### config.mk
export PLATFORM = sky130hd
export DESIGN_NAME = phyec_top
export DESIGN_NICKNAME = d
export VERILOG_FILES = /design/src/rtl/phyec_pkg.sv /design/src/rtl/phyec_fifo.sv /design/src/rtl/phyec_top.sv
export SDC_FILE = /design/constraint.sdc
export NUM_CORES = 1
export LEC_CHECK = 0
export ABC_CLOCK_PERIOD_IN_PS = 3800
export BUFFER_PORTS_ARGS = -buffer_cell sky130_fd_sc_hd__buf_2
export CAP_MARGIN = 20
export CORE_ASPECT_RATIO = 1.4
export CORE_UTILIZATION = 35
export CTS_BUF_LIST = sky130_fd_sc_hd__clkbuf_4 sky130_fd_sc_hd__clkbuf_8
export DETAILED_ROUTE_END_ITERATION = 10
export GPL_TIMING_DRIVEN = 0
export SYNTH_ARGS = -nofsm -noshare
export SYNTH_HDL_FRONTEND = slang
export SYNTH_SLANG_ARGS = --single-unit
### constraint.sdc
create_clock -name clk_in -period 3.8 [get_ports clk_in]
set_clock_uncertainty 0.2 [all_clocks]
set_input_delay 0.57 -clock clk_in [delete_from_list [all_inputs] [get_ports clk_in]]
set_output_delay 0.57 -clock clk_in [all_outputs]
set_load 0.01 [all_outputs]
### src/rtl/phyec_pkg.sv
// package: constants, code tables and carrier types of the phy extended control block
package phyec_pkg;

   ////////////////////////////////////////////////////////////////////////////////
   // register map and field positions
   localparam logic [4:0] PHYEC_REG_EXT_CTRL = 5'h10;
   localparam int PHYEC_BIT_OW_EN = 15;
   localparam int PHYEC_BIT_ADDR_HI = 10;
   localparam int PHYEC_BIT_ADDR_LO = 6;
   localparam int PHYEC_BIT_SCR_TEST = 5;
   localparam int PHYEC_BIT_NRZI = 3;
   localparam int PHYEC_BIT_INV_TEST = 2;
   localparam int PHYEC_BIT_SCR_DIS = 0;

   // values after reset of the writable fields
   localparam logic PHYEC_RST_OW_EN = 1'h0;
   localparam logic PHYEC_RST_SCR_TEST = 1'h0;
   localparam logic PHYEC_RST_NRZI = 1'h1;
   localparam logic PHYEC_RST_INV_TEST = 1'h0;
   localparam logic PHYEC_RST_SCR_DIS = 1'h0;

   ////////////////////////////////////////////////////////////////////////////////
   // management frame counts, in mdc cycles, and opcodes
   localparam logic [5:0] PHYEC_PREAMBLE_LEN = 6'h20;
   localparam logic [5:0] PHYEC_HDR_LAST = 6'h0C;
   localparam logic [5:0] PHYEC_TA_LAST = 6'h01;
   localparam logic [5:0] PHYEC_DATA_LAST = 6'h0F;
   localparam logic [1:0] PHYEC_OP_READ = 2'h2;
   localparam logic [1:0] PHYEC_OP_WRITE = 2'h1;

   // transmit path
   localparam int PHYEC_FIFO_WIDTH = 5;
   localparam int PHYEC_FIFO_DEPTH = 16;
   localparam logic [10:0] PHYEC_LFSR_SEED = 11'h7FF;

   ////////////////////////////////////////////////////////////////////////////////
   // types
   typedef enum logic [3:0] {
      PHYEC_IDLE = 4'h1,
      PHYEC_HDR = 4'h2,
      PHYEC_TA = 4'h4,
      PHYEC_DATA = 4'h8
   } phyec_mdio_state_type;

   typedef struct packed {
      logic err;
      logic [3:0] nib;
   } phyec_tx_word_type;

   typedef struct packed {
      logic ow_en;
      logic scr_test;
      logic nrzi;
      logic inv_test;
      logic scr_dis;
   } phyec_ctrl_type;

   localparam phyec_ctrl_type PHYEC_CTRL_RESET = '{
      ow_en: PHYEC_RST_OW_EN,
      scr_test: PHYEC_RST_SCR_TEST,
      nrzi: PHYEC_RST_NRZI,
      inv_test: PHYEC_RST_INV_TEST,
      scr_dis: PHYEC_RST_SCR_DIS
   };

   typedef struct packed {
      logic mdc_q;
      phyec_mdio_state_type st;
      logic [5:0] cnt;
      logic [15:0] shreg;
      logic rd;
      logic hit;
      logic [4:0] regad;
      logic mdio_o;
      logic mdio_oe;
      phyec_ctrl_type ctl;
      logic addr_latched;
      logic [4:0] phy_addr;
      logic wr_pulse;
      logic wr_override;
      logic [4:0] wr_reg;
      logic [15:0] wr_data;
      logic [10:0] lfsr;
      logic nrzi_lvl;
      logic sym_valid;
      logic [4:0] sym;
   } phyec_state_type;

   ////////////////////////////////////////////////////////////////////////////////
   // code tables
   function automatic logic [4:0] phyec_std_code(input logic [3:0] nib);
      logic [4:0] c;
      c = 5'h1E;
      unique case (nib)
         4'h0: c = 5'h1E;
         4'h1: c = 5'h09;
         4'h2: c = 5'h14;
         4'h3: c = 5'h15;
         4'h4: c = 5'h0A;
         4'h5: c = 5'h0B;
         4'h6: c = 5'h0E;
         4'h7: c = 5'h0F;
         4'h8: c = 5'h12;
         4'h9: c = 5'h13;
         4'hA: c = 5'h16;
         4'hB: c = 5'h17;
         4'hC: c = 5'h1A;
         4'hD: c = 5'h1B;
         4'hE: c = 5'h1C;
         4'hF: c = 5'h1D;
      endcase
      return c;
   endfunction

   function automatic logic [4:0] phyec_sub_code(input logic [3:0] nib);
      logic [4:0] c;
      c = {1'b0, nib};
      unique case (nib)
         4'h8: c = 5'h00;
         4'h9: c = 5'h0D;
         4'hA: c = 5'h0C;
         4'hB: c = 5'h11;
         4'hC: c = 5'h10;
         4'hD: c = 5'h19;
         4'hE: c = 5'h18;
         4'hF: c = 5'h1F;
         default: c = {1'b0, nib};
      endcase
      return c;
   endfunction

endpackage

### src/rtl/phyec_fifo.sv
// module: transmit nibble fifo with valid and ready on both sides
`timescale 1ns/1ps
module phyec_fifo #(
   parameter int WIDTH = 5,
   parameter int DEPTH = 16
) (
   input wire logic clk_in, // clock
   input wire logic rst_in, // asynchronous reset, active high
   input wire logic flush_in, // empties the fifo
   input wire logic wr_valid_in, // write side offers a word
   input wire logic [WIDTH-1:0] wr_data_in, // write data
   output logic wr_ready_out, // fifo has room
   output logic rd_valid_out, // fifo holds a word
   output logic [WIDTH-1:0] rd_data_out, // head word
   input wire logic rd_ready_in // read side takes the head word
);
   localparam int AW = $clog2(DEPTH);

   logic [WIDTH-1:0] mem [DEPTH];
   logic [AW:0] wr_ptr_r;
   logic [AW:0] rd_ptr_r;
   logic full;
   logic empty;

   // the extra pointer bit tells full from empty
   assign empty = (wr_ptr_r == rd_ptr_r);
   assign full = (wr_ptr_r[AW] != rd_ptr_r[AW]) && (wr_ptr_r[AW-1:0] == rd_ptr_r[AW-1:0]);
   assign wr_ready_out = !full;
   assign rd_valid_out = !empty;
   assign rd_data_out = mem[rd_ptr_r[AW-1:0]];

   ////////////////////////////////////////////////////////////////////////////////
   always_ff @(posedge clk_in or posedge rst_in)
   begin
      if (rst_in)
      begin
         wr_ptr_r <= '0;
         rd_ptr_r <= '0;
      end
      else if (flush_in)
      begin
         wr_ptr_r <= '0;
         rd_ptr_r <= '0;
      end
      else
      begin
         if (wr_valid_in && !full)
         begin
            wr_ptr_r <= wr_ptr_r + 1'b1;
         end
         if (rd_ready_in && !empty)
         begin
            rd_ptr_r <= rd_ptr_r + 1'b1;
         end
      end
   end

   // storage needs no reset; unread entries are never shown as valid
   always_ff @(posedge clk_in)
   begin
      if (wr_valid_in && !full)
      begin
         mem[wr_ptr_r[AW-1:0]] <= wr_data_in;
      end
   end

endmodule

### src/rtl/phyec_top.sv
// module: extended control register with management access and transmit encoding
`timescale 1ns/1ps
module phyec_top
   import phyec_pkg::*;
(
   input wire logic clk_in, // management clock, 200 MHz
   input wire logic rst_in, // hardware or power-on reset, async, active high
   input wire logic sw_reset_in, // software reset, level, active high
   input wire logic mdc_in, // management data clock, sampled
   input wire logic mdio_in, // management data pin, input side
   output logic mdio_out, // management data pin, output side
   output logic mdio_oe_out, // management data pin, high while driven
   input wire logic addr4_led_pin_in, // led pin sampled as address bit 4
   input wire logic addr3_led_pin_in, // led pin sampled as address bit 3
   input wire logic addr2_led_pin_in, // led pin sampled as address bit 2
   input wire logic addr1_led_pin_in, // led pin sampled as address bit 1
   input wire logic addr0_led_pin_in, // led pin sampled as address bit 0
   input wire logic speed_100_in, // high in 100 Mb/s operation
   input wire logic tx_valid_in, // mac offers a transmit nibble
   input wire phyec_pkg::phyec_tx_word_type tx_word_in, // transmit nibble with its error flag
   output logic tx_ready_out, // transmit nibble accepted
   output logic sym_valid_out, // coded symbol available
   output logic [4:0] sym_out, // coded five-bit symbol, first bit in bit 4
   input wire logic sym_ready_in, // symbol sink takes the symbol
   output logic descr_bypass_out, // receive descrambler bypassed
   output logic descr_unlock_out, // forces descrambler out of lock
   output logic [4:0] phy_addr_out, // latched management port address
   output logic mgmt_wr_out, // pulse: a management write completed
   output logic [4:0] mgmt_wr_reg_out, // register of that write
   output logic [15:0] mgmt_wr_data_out, // data of that write
   output logic mgmt_wr_override_out // that write may alter protected bits
);
   import phyec_pkg::*;

   phyec_state_type state_r;
   phyec_state_type state_nxt;
   logic fifo_rd_valid;
   logic fifo_rd_ready;
   logic [4:0] fifo_rd_data;
   phyec_tx_word_type head;
   logic rise;
   logic take;
   logic scr_on;
   logic nrzi_on;
   logic [15:0] rd_word;

   ////////////////////////////////////////////////////////////////////////////////
   // transmit buffer; its ready stalls the mac once all 16 entries are held behind a stalled symbol sink
   phyec_fifo #(
      .WIDTH(PHYEC_FIFO_WIDTH),
      .DEPTH(PHYEC_FIFO_DEPTH)
   ) u_fifo (
      .clk_in(clk_in),
      .rst_in(rst_in),
      .flush_in(sw_reset_in),
      .wr_valid_in(tx_valid_in),
      .wr_data_in(tx_word_in),
      .wr_ready_out(tx_ready_out),
      .rd_valid_out(fifo_rd_valid),
      .rd_data_out(fifo_rd_data),
      .rd_ready_in(fifo_rd_ready)
   );

   assign head = phyec_tx_word_type'(fifo_rd_data);

   ////////////////////////////////////////////////////////////////////////////////
   // register image seen by a management read
   always_comb
   begin
      rd_word = '0;
      rd_word[PHYEC_BIT_OW_EN] = state_r.ctl.ow_en;
      rd_word[PHYEC_BIT_ADDR_HI:PHYEC_BIT_ADDR_LO] = state_r.phy_addr;
      rd_word[PHYEC_BIT_SCR_TEST] = state_r.ctl.scr_test;
      rd_word[PHYEC_BIT_NRZI] = state_r.ctl.nrzi;
      rd_word[PHYEC_BIT_INV_TEST] = state_r.ctl.inv_test;
      rd_word[PHYEC_BIT_SCR_DIS] = state_r.ctl.scr_dis;
   end

   assign rise = mdc_in && !state_r.mdc_q;
   assign scr_on = speed_100_in && !state_r.ctl.scr_dis;
   assign nrzi_on = speed_100_in && state_r.ctl.nrzi;
   assign take = fifo_rd_valid && (!state_r.sym_valid || sym_ready_in);
   assign fifo_rd_ready = take;

   ////////////////////////////////////////////////////////////////////////////////
   always_comb
   begin
      logic [15:0] word;
      logic [4:0] code;
      logic [10:0] lfsr;
      logic lvl;
      logic fb;
      logic [1:0] op;
      word = '0;
      code = '0;
      lfsr = state_r.lfsr;
      lvl = state_r.nrzi_lvl;
      fb = 1'b0;
      op = '0;
      state_nxt = state_r;
      state_nxt.mdc_q = mdc_in;
      state_nxt.wr_pulse = 1'b0;
      state_nxt.wr_override = 1'b0;

      // straps caught on the first edge after hardware reset release only
      if (!state_r.addr_latched)
      begin
         state_nxt.addr_latched = 1'b1;
         state_nxt.phy_addr = {addr4_led_pin_in, addr3_led_pin_in, addr2_led_pin_in,
                               addr1_led_pin_in, addr0_led_pin_in};
      end

      // management frame engine; preamble suppression is not supported
      if (sw_reset_in)
      begin
         state_nxt.ctl = PHYEC_CTRL_RESET; // address left alone
         state_nxt.st = PHYEC_IDLE;
         state_nxt.cnt = '0;
         state_nxt.mdio_oe = 1'b0;
         state_nxt.mdio_o = 1'b0;
      end
      else if (rise)
      begin
         unique case (state_r.st)
            PHYEC_IDLE:
            begin
               if (mdio_in)
               begin
                  if (state_r.cnt != PHYEC_PREAMBLE_LEN)
                  begin
                     state_nxt.cnt = state_r.cnt + 6'h01;
                  end
               end
               else if (state_r.cnt == PHYEC_PREAMBLE_LEN)
               begin
                  state_nxt.st = PHYEC_HDR;
                  state_nxt.cnt = '0;
                  state_nxt.shreg = '0;
               end
               else
               begin
                  state_nxt.cnt = '0;
               end
            end
            PHYEC_HDR:
            begin
               word = {state_r.shreg[14:0], mdio_in};
               state_nxt.shreg = word;
               state_nxt.cnt = state_r.cnt + 6'h01;
               if (state_r.cnt == PHYEC_HDR_LAST)
               begin
                  op = word[11:10];
                  state_nxt.cnt = '0;
                  state_nxt.rd = (op == PHYEC_OP_READ);
                  state_nxt.hit = (word[9:5] == state_r.phy_addr);
                  state_nxt.regad = word[4:0];
                  // a bad start or opcode drops the frame
                  if (word[12] && (op == PHYEC_OP_READ || op == PHYEC_OP_WRITE))
                  begin
                     state_nxt.st = PHYEC_TA;
                  end
                  else
                  begin
                     state_nxt.st = PHYEC_IDLE;
                  end
               end
            end
            PHYEC_TA:
            begin
               state_nxt.cnt = state_r.cnt + 6'h01;
               if (state_r.rd && state_r.hit)
               begin
                  state_nxt.mdio_oe = 1'b1;
                  state_nxt.mdio_o = 1'b0;
               end
               if (state_r.cnt == PHYEC_TA_LAST)
               begin
                  state_nxt.st = PHYEC_DATA;
                  state_nxt.cnt = '0;
                  if (state_r.rd && state_r.hit)
                  begin
                     // only this register exists here; others read as zero
                     word = (state_r.regad == PHYEC_REG_EXT_CTRL) ? rd_word : 16'h0000;
                     state_nxt.mdio_o = word[15];
                     state_nxt.shreg = {word[14:0], 1'b0};
                  end
               end
            end
            PHYEC_DATA:
            begin
               state_nxt.cnt = state_r.cnt + 6'h01;
               if (state_r.rd)
               begin
                  state_nxt.mdio_o = state_r.shreg[15];
                  state_nxt.shreg = {state_r.shreg[14:0], 1'b0};
               end
               else
               begin
                  state_nxt.shreg = {state_r.shreg[14:0], mdio_in};
               end
               if (state_r.cnt == PHYEC_DATA_LAST)
               begin
                  state_nxt.st = PHYEC_IDLE;
                  state_nxt.cnt = '0;
                  state_nxt.mdio_oe = 1'b0;
                  state_nxt.mdio_o = 1'b0;
                  if (!state_r.rd && state_r.hit)
                  begin
                     word = {state_r.shreg[14:0], mdio_in};
                     state_nxt.wr_pulse = 1'b1;
                     state_nxt.wr_reg = state_r.regad;
                     state_nxt.wr_data = word;
                     state_nxt.wr_override = state_r.ctl.ow_en;
                     // any completed write to this port's address spends the enable
                     state_nxt.ctl.ow_en = 1'b0;
                     if (state_r.regad == PHYEC_REG_EXT_CTRL)
                     begin
                        // reserved bits are dropped, relying on zero writes
                        state_nxt.ctl.ow_en = word[PHYEC_BIT_OW_EN];
                        state_nxt.ctl.scr_test = word[PHYEC_BIT_SCR_TEST];
                        state_nxt.ctl.nrzi = word[PHYEC_BIT_NRZI];
                        state_nxt.ctl.inv_test = word[PHYEC_BIT_INV_TEST];
                        state_nxt.ctl.scr_dis = word[PHYEC_BIT_SCR_DIS];
                     end
                  end
               end
            end
         endcase
      end

      ////////////////////////////////////////////////////////////////////////////
      // transmit coding: 4b5b or substitute, then scramble, then nrzi
      if (sw_reset_in)
      begin
         state_nxt.sym_valid = 1'b0;
         state_nxt.lfsr = PHYEC_LFSR_SEED;
         state_nxt.nrzi_lvl = 1'b0;
      end
      else if (take)
      begin
         if (state_r.ctl.inv_test && head.err)
         begin
            code = phyec_sub_code(head.nib);
         end
         else
         begin
            code = phyec_std_code(head.nib);
         end
         // bit 4 leaves first, so it meets the earliest key bit
         for (int i = 4; i >= 0; i--)
         begin
            if (scr_on)
            begin
               fb = lfsr[10] ^ lfsr[8];
               code[i] = code[i] ^ fb;
               lfsr = {lfsr[9:0], fb};
            end
            if (nrzi_on)
            begin
               lvl = lvl ^ code[i];
               code[i] = lvl;
            end
         end
         state_nxt.lfsr = lfsr;
         state_nxt.nrzi_lvl = lvl;
         state_nxt.sym = code;
         state_nxt.sym_valid = 1'b1;
      end
      else if (sym_ready_in)
      begin
         state_nxt.sym_valid = 1'b0;
      end
   end

   ////////////////////////////////////////////////////////////////////////////////
   always_ff @(posedge clk_in or posedge rst_in)
   begin
      if (rst_in)
      begin
         state_r <= '0;
         state_r.st <= PHYEC_IDLE;
         state_r.ctl <= PHYEC_CTRL_RESET;
         state_r.lfsr <= PHYEC_LFSR_SEED;
      end
      else
      begin
         state_r <= state_nxt;
      end
   end

   ////////////////////////////////////////////////////////////////////////////////
   assign mdio_out = state_r.mdio_o;
   assign mdio_oe_out = state_r.mdio_oe;
   assign sym_valid_out = state_r.sym_valid;
   assign sym_out = state_r.sym;
   assign descr_bypass_out = !scr_on;
   assign descr_unlock_out = state_r.ctl.scr_test;
   assign phy_addr_out = state_r.phy_addr;
   assign mgmt_wr_out = state_r.wr_pulse;
   assign mgmt_wr_reg_out = state_r.wr_reg;
   assign mgmt_wr_data_out = state_r.wr_data;
   assign mgmt_wr_override_out = state_r.wr_override;

endmodule

After elaboration in Yosys (flattened, before gate mapping). Memory sizes are Yosys's and may differ from the RTL's. Index checks and enable logic that the tools add are counted. Widths: inputs -> output; s select.

Register bits: 98. RAM bits: 80. Bits in read-only memories: 80. Word-level logic and storage cells: 216. Memories: 2.

Add/sub/neg operators: 3. Equality and inequality tests: 36. Mux-type cells: 93. Bitwise gates (word level): 16. Reduce and logical (&&, ||, !) cells: 40.

Memories: (no name shown) (words 16, width 5, read ports 1, clocked after Yosys merged registers in 0, write ports 0, RTL line phyec_pkg.sv:94) `unique case (nib)`; u_fifo.mem (words 16, width 5, read ports 1, clocked after Yosys merged registers in 0, write ports 1, RTL line phyec_fifo.sv:19) `logic [WIDTH-1:0] mem [DEPTH];`.

Operator list (number): $mux 11 (13); $mux 23 (5); $pmux 26 s4 (1); $mux 16 (4); $mux 5 (10); $mux 1 (41); $mux 40 (1); $pmux 5 s8 (1); $eq 4x4->1 const B (9); $mux 10 (3); $mux 7 (4); $mux 26 (1); $ne 3x3->1 const B (6); $reduce_bool 2->1 (8); $xor 1x1->1 (15); $mux 13 (1); $eq 6x4->1 const B (2); $mux 12 (1); $mux 6 (2); $reduce_and 4->1 (3); $reduce_and 6->1 (2); $logic_and 1x1->1 (11); $add 5x1->5 const B (2); $eq 5x5->1 (2); 25 further kinds (40).

Longest topological paths before layout. An unclocked memory read counts as a cell.

Depth after elaboration: 30. Depth in mapped cells: 13.

Hierarchy. A second synthesis with hierarchy kept.

Cell total of the unflattened synthesis: 736. Area, all modules: 8684.6 um2.

Modules (own cells, without submodules): phyec_top (times used 1, cells an instance 491, area an instance 4758.3 um2, sequential area each 2218.4 um2); phyec_fifo (times used 1, cells an instance 245, area an instance 3926.3 um2, sequential area each 2652.5 um2).

Worst setup path before layout. OpenSTA, ideal clock, no wires.

Kind: register to register. Start: register u_fifo.rd_ptr_r[0]. End: register state_r, in the netlist sym_out[0]. Arrival time: 3.061 ns. Slack: 0.413 ns. Stages on the path, launching flop included: 12. Path buffers: 2. Clock period less this slack: 3.387 ns. Cell sequence: dfrtp_1 > buf_6 > buf_12 > mux4_2 > a22oi_4 > nand2_4 > or4_1 > and4_4 > xor2_2 > xor3_2 > xnor2_1 > o21ai_1.

Word-level cells in the longest chain between the ends: 28.

Ends and longest elaborated chain: start: declaration (RTL line phyec_fifo.sv:21) `logic [AW:0] rd_ptr_r;`; start signal: assignment (RTL line phyec_fifo.sv:53) `rd_ptr_r <= rd_ptr_r + 1'b1;`; $mem_v2 16x5; $eq 4x4->1 (RTL line phyec_pkg.sv:118) `unique case (nib)`; $pmux 5 s8 (RTL line phyec_pkg.sv:118); $mux 5 (RTL line phyec_top.sv:241) `if (state_r.ctl.inv_test && head.err)`; $mux 5 (RTL line phyec_top.sv:239) `else if (take)`; $mux 5 (RTL line phyec_top.sv:233) `if (sw_reset_in)`; $xor 1x1->1 (RTL line phyec_top.sv:255) `code[i] = code[i] ^ fb;`; $mux 1 (RTL line phyec_top.sv:252) `if (scr_on)`; (+12 left out); $mux 1 (RTL line phyec_top.sv:239); $mux 1 (RTL line phyec_top.sv:233); $xor 1x1->1 (RTL line phyec_top.sv:260) `lvl = lvl ^ code[i];`; $mux 1 (RTL line phyec_top.sv:258) `if (nrzi_on)`; $mux 1 (RTL line phyec_top.sv:239); $mux 1 (RTL line phyec_top.sv:233); $xor 1x1->1 (RTL line phyec_top.sv:260); $mux 1 (RTL line phyec_top.sv:258); end signal: assignment (RTL line phyec_top.sv:287) `state_r <= state_nxt;`; end: declaration (RTL line phyec_top.sv:35) `phyec_state_type state_r;`.

Several ways; a longest one is shown, not always the timed one. The select of a mux whose other input is x is not followed. A chain may end at the register's enable or synchronous reset.

Worst setup path in the final report. Same ends and word-level chain as after synthesis.

==> results.toml <==
[setup_path]
critPathSlowestCell = "xor3_2"
crit_buf_inv = 4
critical_path_required_ns = 3.95
worstPathCellList = "buf_6, buf_12, buf_12, mux2i_2, a221oi_2, buf_4, a22o_2, or2_1, o21a_1, o221ai_2, xor2_2, xor3_2, xnor2_2, o21ai_1"
critPathMaxFanout = 10
r2r_end = "sym_out[0]"
critPathLaunchType = "register"
r2r_start = "u_fifo.rd_ptr_r[0]"
rrSetupSlack_ns = 0.16
arrival_ns = 3.78
max_stage_delay_ns = 0.51
r2r_cells = 14
cp_top_family = "XOR/XNOR gates"
worst-setup-path-type = "register to register"
crit_top_cell = "buf_12"
end_kind = "register"

[grt]
grt_max_degree = 69
antenna_found_initial = 0
first_global_vias = 5308
grt_use_total_pct = 15.3
grt_pass1_wl_um = 28600
grt-ovfl-total = 0

[die]
die_y_um = 186
core_um2 = 23500
dieArea_um2 = 24700
floorplan.initialDensity_pct = 35.9
die_x_um = 133
rows = 66
ios = 57

[route]
ant_nets = 0
drt_iter0_drc = 257
firstDrtPassIters = 4
route.detailed.drc = 0
totalWireLength_um = 17900
vias = 5363
wl_per_cell_um = 16.7
vias_per_cell = 5.00

[synth]
yosysSeqAreaShare_pct = 57.9
synthCells = 675
synth_top_area_cell = "edfxtp_1"
yosys_warnings = 0
synth_top_area_share_pct = 28.5
synth_nets = 702
synthesis.area_um2 = 8420
synth.avg_cell_area_um2 = 12.5
synth_edf_count = 80
yosys.cell_types.count = 70
ys.flop_type = "dfrtp_1"
ys_ff_latch = 178
synthArstFlopShare_pct = 55.1
ys_top_cells_by_area = "edfxtp_1 (29%), dfrtp_1 (25%), mux2_2 (4.3%)"

[place]
port_buffers = 56
post_dp_cell_area_um2 = 9110
place.gp.congestion = 0.842
hpwlAfterDp_um = 12900

[layout]
syn_to_final_growth_pct = 14.3
fin_area_um2 = 9620
layout.nets = 781
drive_above_1_share_pct = 28.7
diodes = 0
fin_util_pct = 41.0

[power]
leakagePower_nw = 3.90
power_mw = 5.07
power_density_nw_per_um2 = 526
vdd_drop_max_uv = 215

[clocking]
cts.sinks = 178
clk_pin_slew_ns = 0.09
cts_root_buf = "clkbuf_8"
cts_buffer_depth = 2
cts_max_level = 4
tritoncts = "yes"
cts_made_buffers = 17
clkLatencyLatePin_ns = 0.46

[sta]
slew_headroom_pct = 26.1
fmax_ghz = 0.275
setup_viol = 0
period_share_pct = 95.7
drv_slew = 0
holdWs_ns = 0.0371
finalHoldViolations = 0
period_needed_ns = 3.64
worstMarginPinSlew_ns = 1.10

[hold_path]
hold_start = "mdc_in"
hold_path.class = "primary input to register"
holdPathStages = 1
hold_end = "state_r[87]"

[flow_run]
cap_violations = 0

[status]
status = "completed"
-- logic make-up after synthesis --
family                     Yosys count  share of synthesized area (%)
muxes                               65                           9.54
adders and majority gates            9                           1.34
DFF                                178                           57.9
and+or+nand+nor                    191                           11.0
other                                1                         0.0445
buffers and inverters               71                           5.28
AOI/OAI and AO/OA                  124                           10.9
xor gates and xnor gates            36                           4.03
-- synth_stat cells, types with 2 or more instances --
cell type  instances
nor3b_1            2
o21ai_0           36
clkbuf_1          15
a211oi_1           2
buf_12             2
a21oi_1           12
o21a_1             5
nor4_1             3
mux2i_1           24
mux2_2            32
o31ai_1            5
buf_2              6
nand3_1           18
or3_1              2
or4_1              3
edfxtp_1          80
ha_1               9
nor2_1            46
inv_1             12
nand2_1           57
a22o_1             4
a211o_1           11
xor2_1            15
nor2b_1           10
a221oi_1           6
a31oi_1            2
a22oi_1           10
and3_1             8
nand2b_1          13
nand4_1            3
o221ai_1           2
o22ai_1            3
nor3_1            11
buf_4             32
dfrtp_1           85
a221o_1            6
a221oi_2           4
o211ai_1           2
and2_1             4
dfstp_2           13
o21ai_1            4
mux4_2             9
or2_1              2
xnor2_1           19
-- layout by cell type (no fill, tap or decap), drive strengths merged, types with 3 or more instances in the layout --
cell,n
nor2,47
o31ai,5
inv,16
dfrtp,85
o21ai,40
a22o,5
a221oi,10
nand4,3
and3,8
edfxtp,80
nor3,11
a21oi,12
xor2,16
a211o,11
dfstp,13
or4,3
mux2i,24
nor4,3
nand2,59
nand3,18
a221o,6
a22oi,12
xnor2,19
ha,9
mux2,32
mux4,9
o21a,5
clkbuf,39
clkinv,4
nor2b,10
or2,3
and2,4
buf,101
nand2b,13
o22ai,3
-- flip-flops by register name, summed over array words and instances, names as in the netlist --
| name | count |
|---|---|
| descr_unlock_out | 1 |
| mdio_oe_out | 1 |
| mdio_out | 1 |
| mgmt_wr_data_out | 16 |
| mgmt_wr_out | 1 |
| mgmt_wr_override_out | 1 |
| mgmt_wr_reg_out | 5 |
| phy_addr_out | 5 |
| rd_word | 4 |
| state_r | 47 |
| sym_out | 5 |
| sym_valid_out | 1 |
| u_fifo.mem | 80 |
| u_fifo.rd_ptr_r | 5 |
| u_fifo.wr_ptr_r | 5 |
-- area by class of cell --
class	instances	area, µm²
tap	306	383
multi-input combinational	426	3190
fill	2289	13800
buffer	58	397
timing repair buffer	60	333
clock buffer	23	304
inverter	13	51.3
sequential	178	4870
clock inverter	9	95.1
-- stage by stage --
stage	TNS [ns]	setup slack [ns]	std cells
5_1_grt	-0.0243	-0.0243	1073
6_report	0	0.162	1073
3_3_place_gp	-72.38	-0.859	1037
4_1_cts	0	0.0423	1071
3_5_place_dp	-0.240	-0.106	1038
2_1_floorplan	0	0.413	675
-- where the power goes --
group	total (mW)	leakage (nW)	internal [mW]	switching, mW
Combinational	1.54	1.70	0.759	0.780
Clock	1.29	0.204	0.612	0.676
Sequential	2.24	2.00	2.15	0.0903
-- what timing repair did --
item                                    in CTS  in global routing
hold buffers                                 1                  0
gates resized for setup                      2                 16
gates cloned                                 0                  0
hold endpoints to repair                    30                  0
pin swaps                                    0                  4
buffers inserted                             0                  2
endpoints found under the setup margin       3                 13
-- worst max-delay path by stage --
stage | slack (ns) | startpoint | end | cells past startpoint
final | 0.16 | u_fifo.rd_ptr_r[0] | sym_out[0] | 14
after global routing | -0.02 | u_fifo.rd_ptr_r[0] | sym_out[0] | 14
after CTS | 0.04 | u_fifo.rd_ptr_r[0] | sym_out[0] | 13
after detailed placement | -0.11 | u_fifo.rd_ptr_r[0] | sym_out[0] | 13
after global placement | -0.86 | rst_in | sym_out[1] | 2
after floorplan | 0.41 | u_fifo.rd_ptr_r[0] | sym_out[0] | 11
-- routing by layer --
layer | global-route usage [%] | routed length, µm | vias to the layer above
li1 | - | - | 2600
met1 | 17.6 | 7400 | 2659
met2 | 27.8 | 9670 | 85
met3 | 2.91 | 544 | 19
met4 | 5.98 | 298 | 0
met5 | 0 | 0 | -
(Power assumes the default switching activity.)
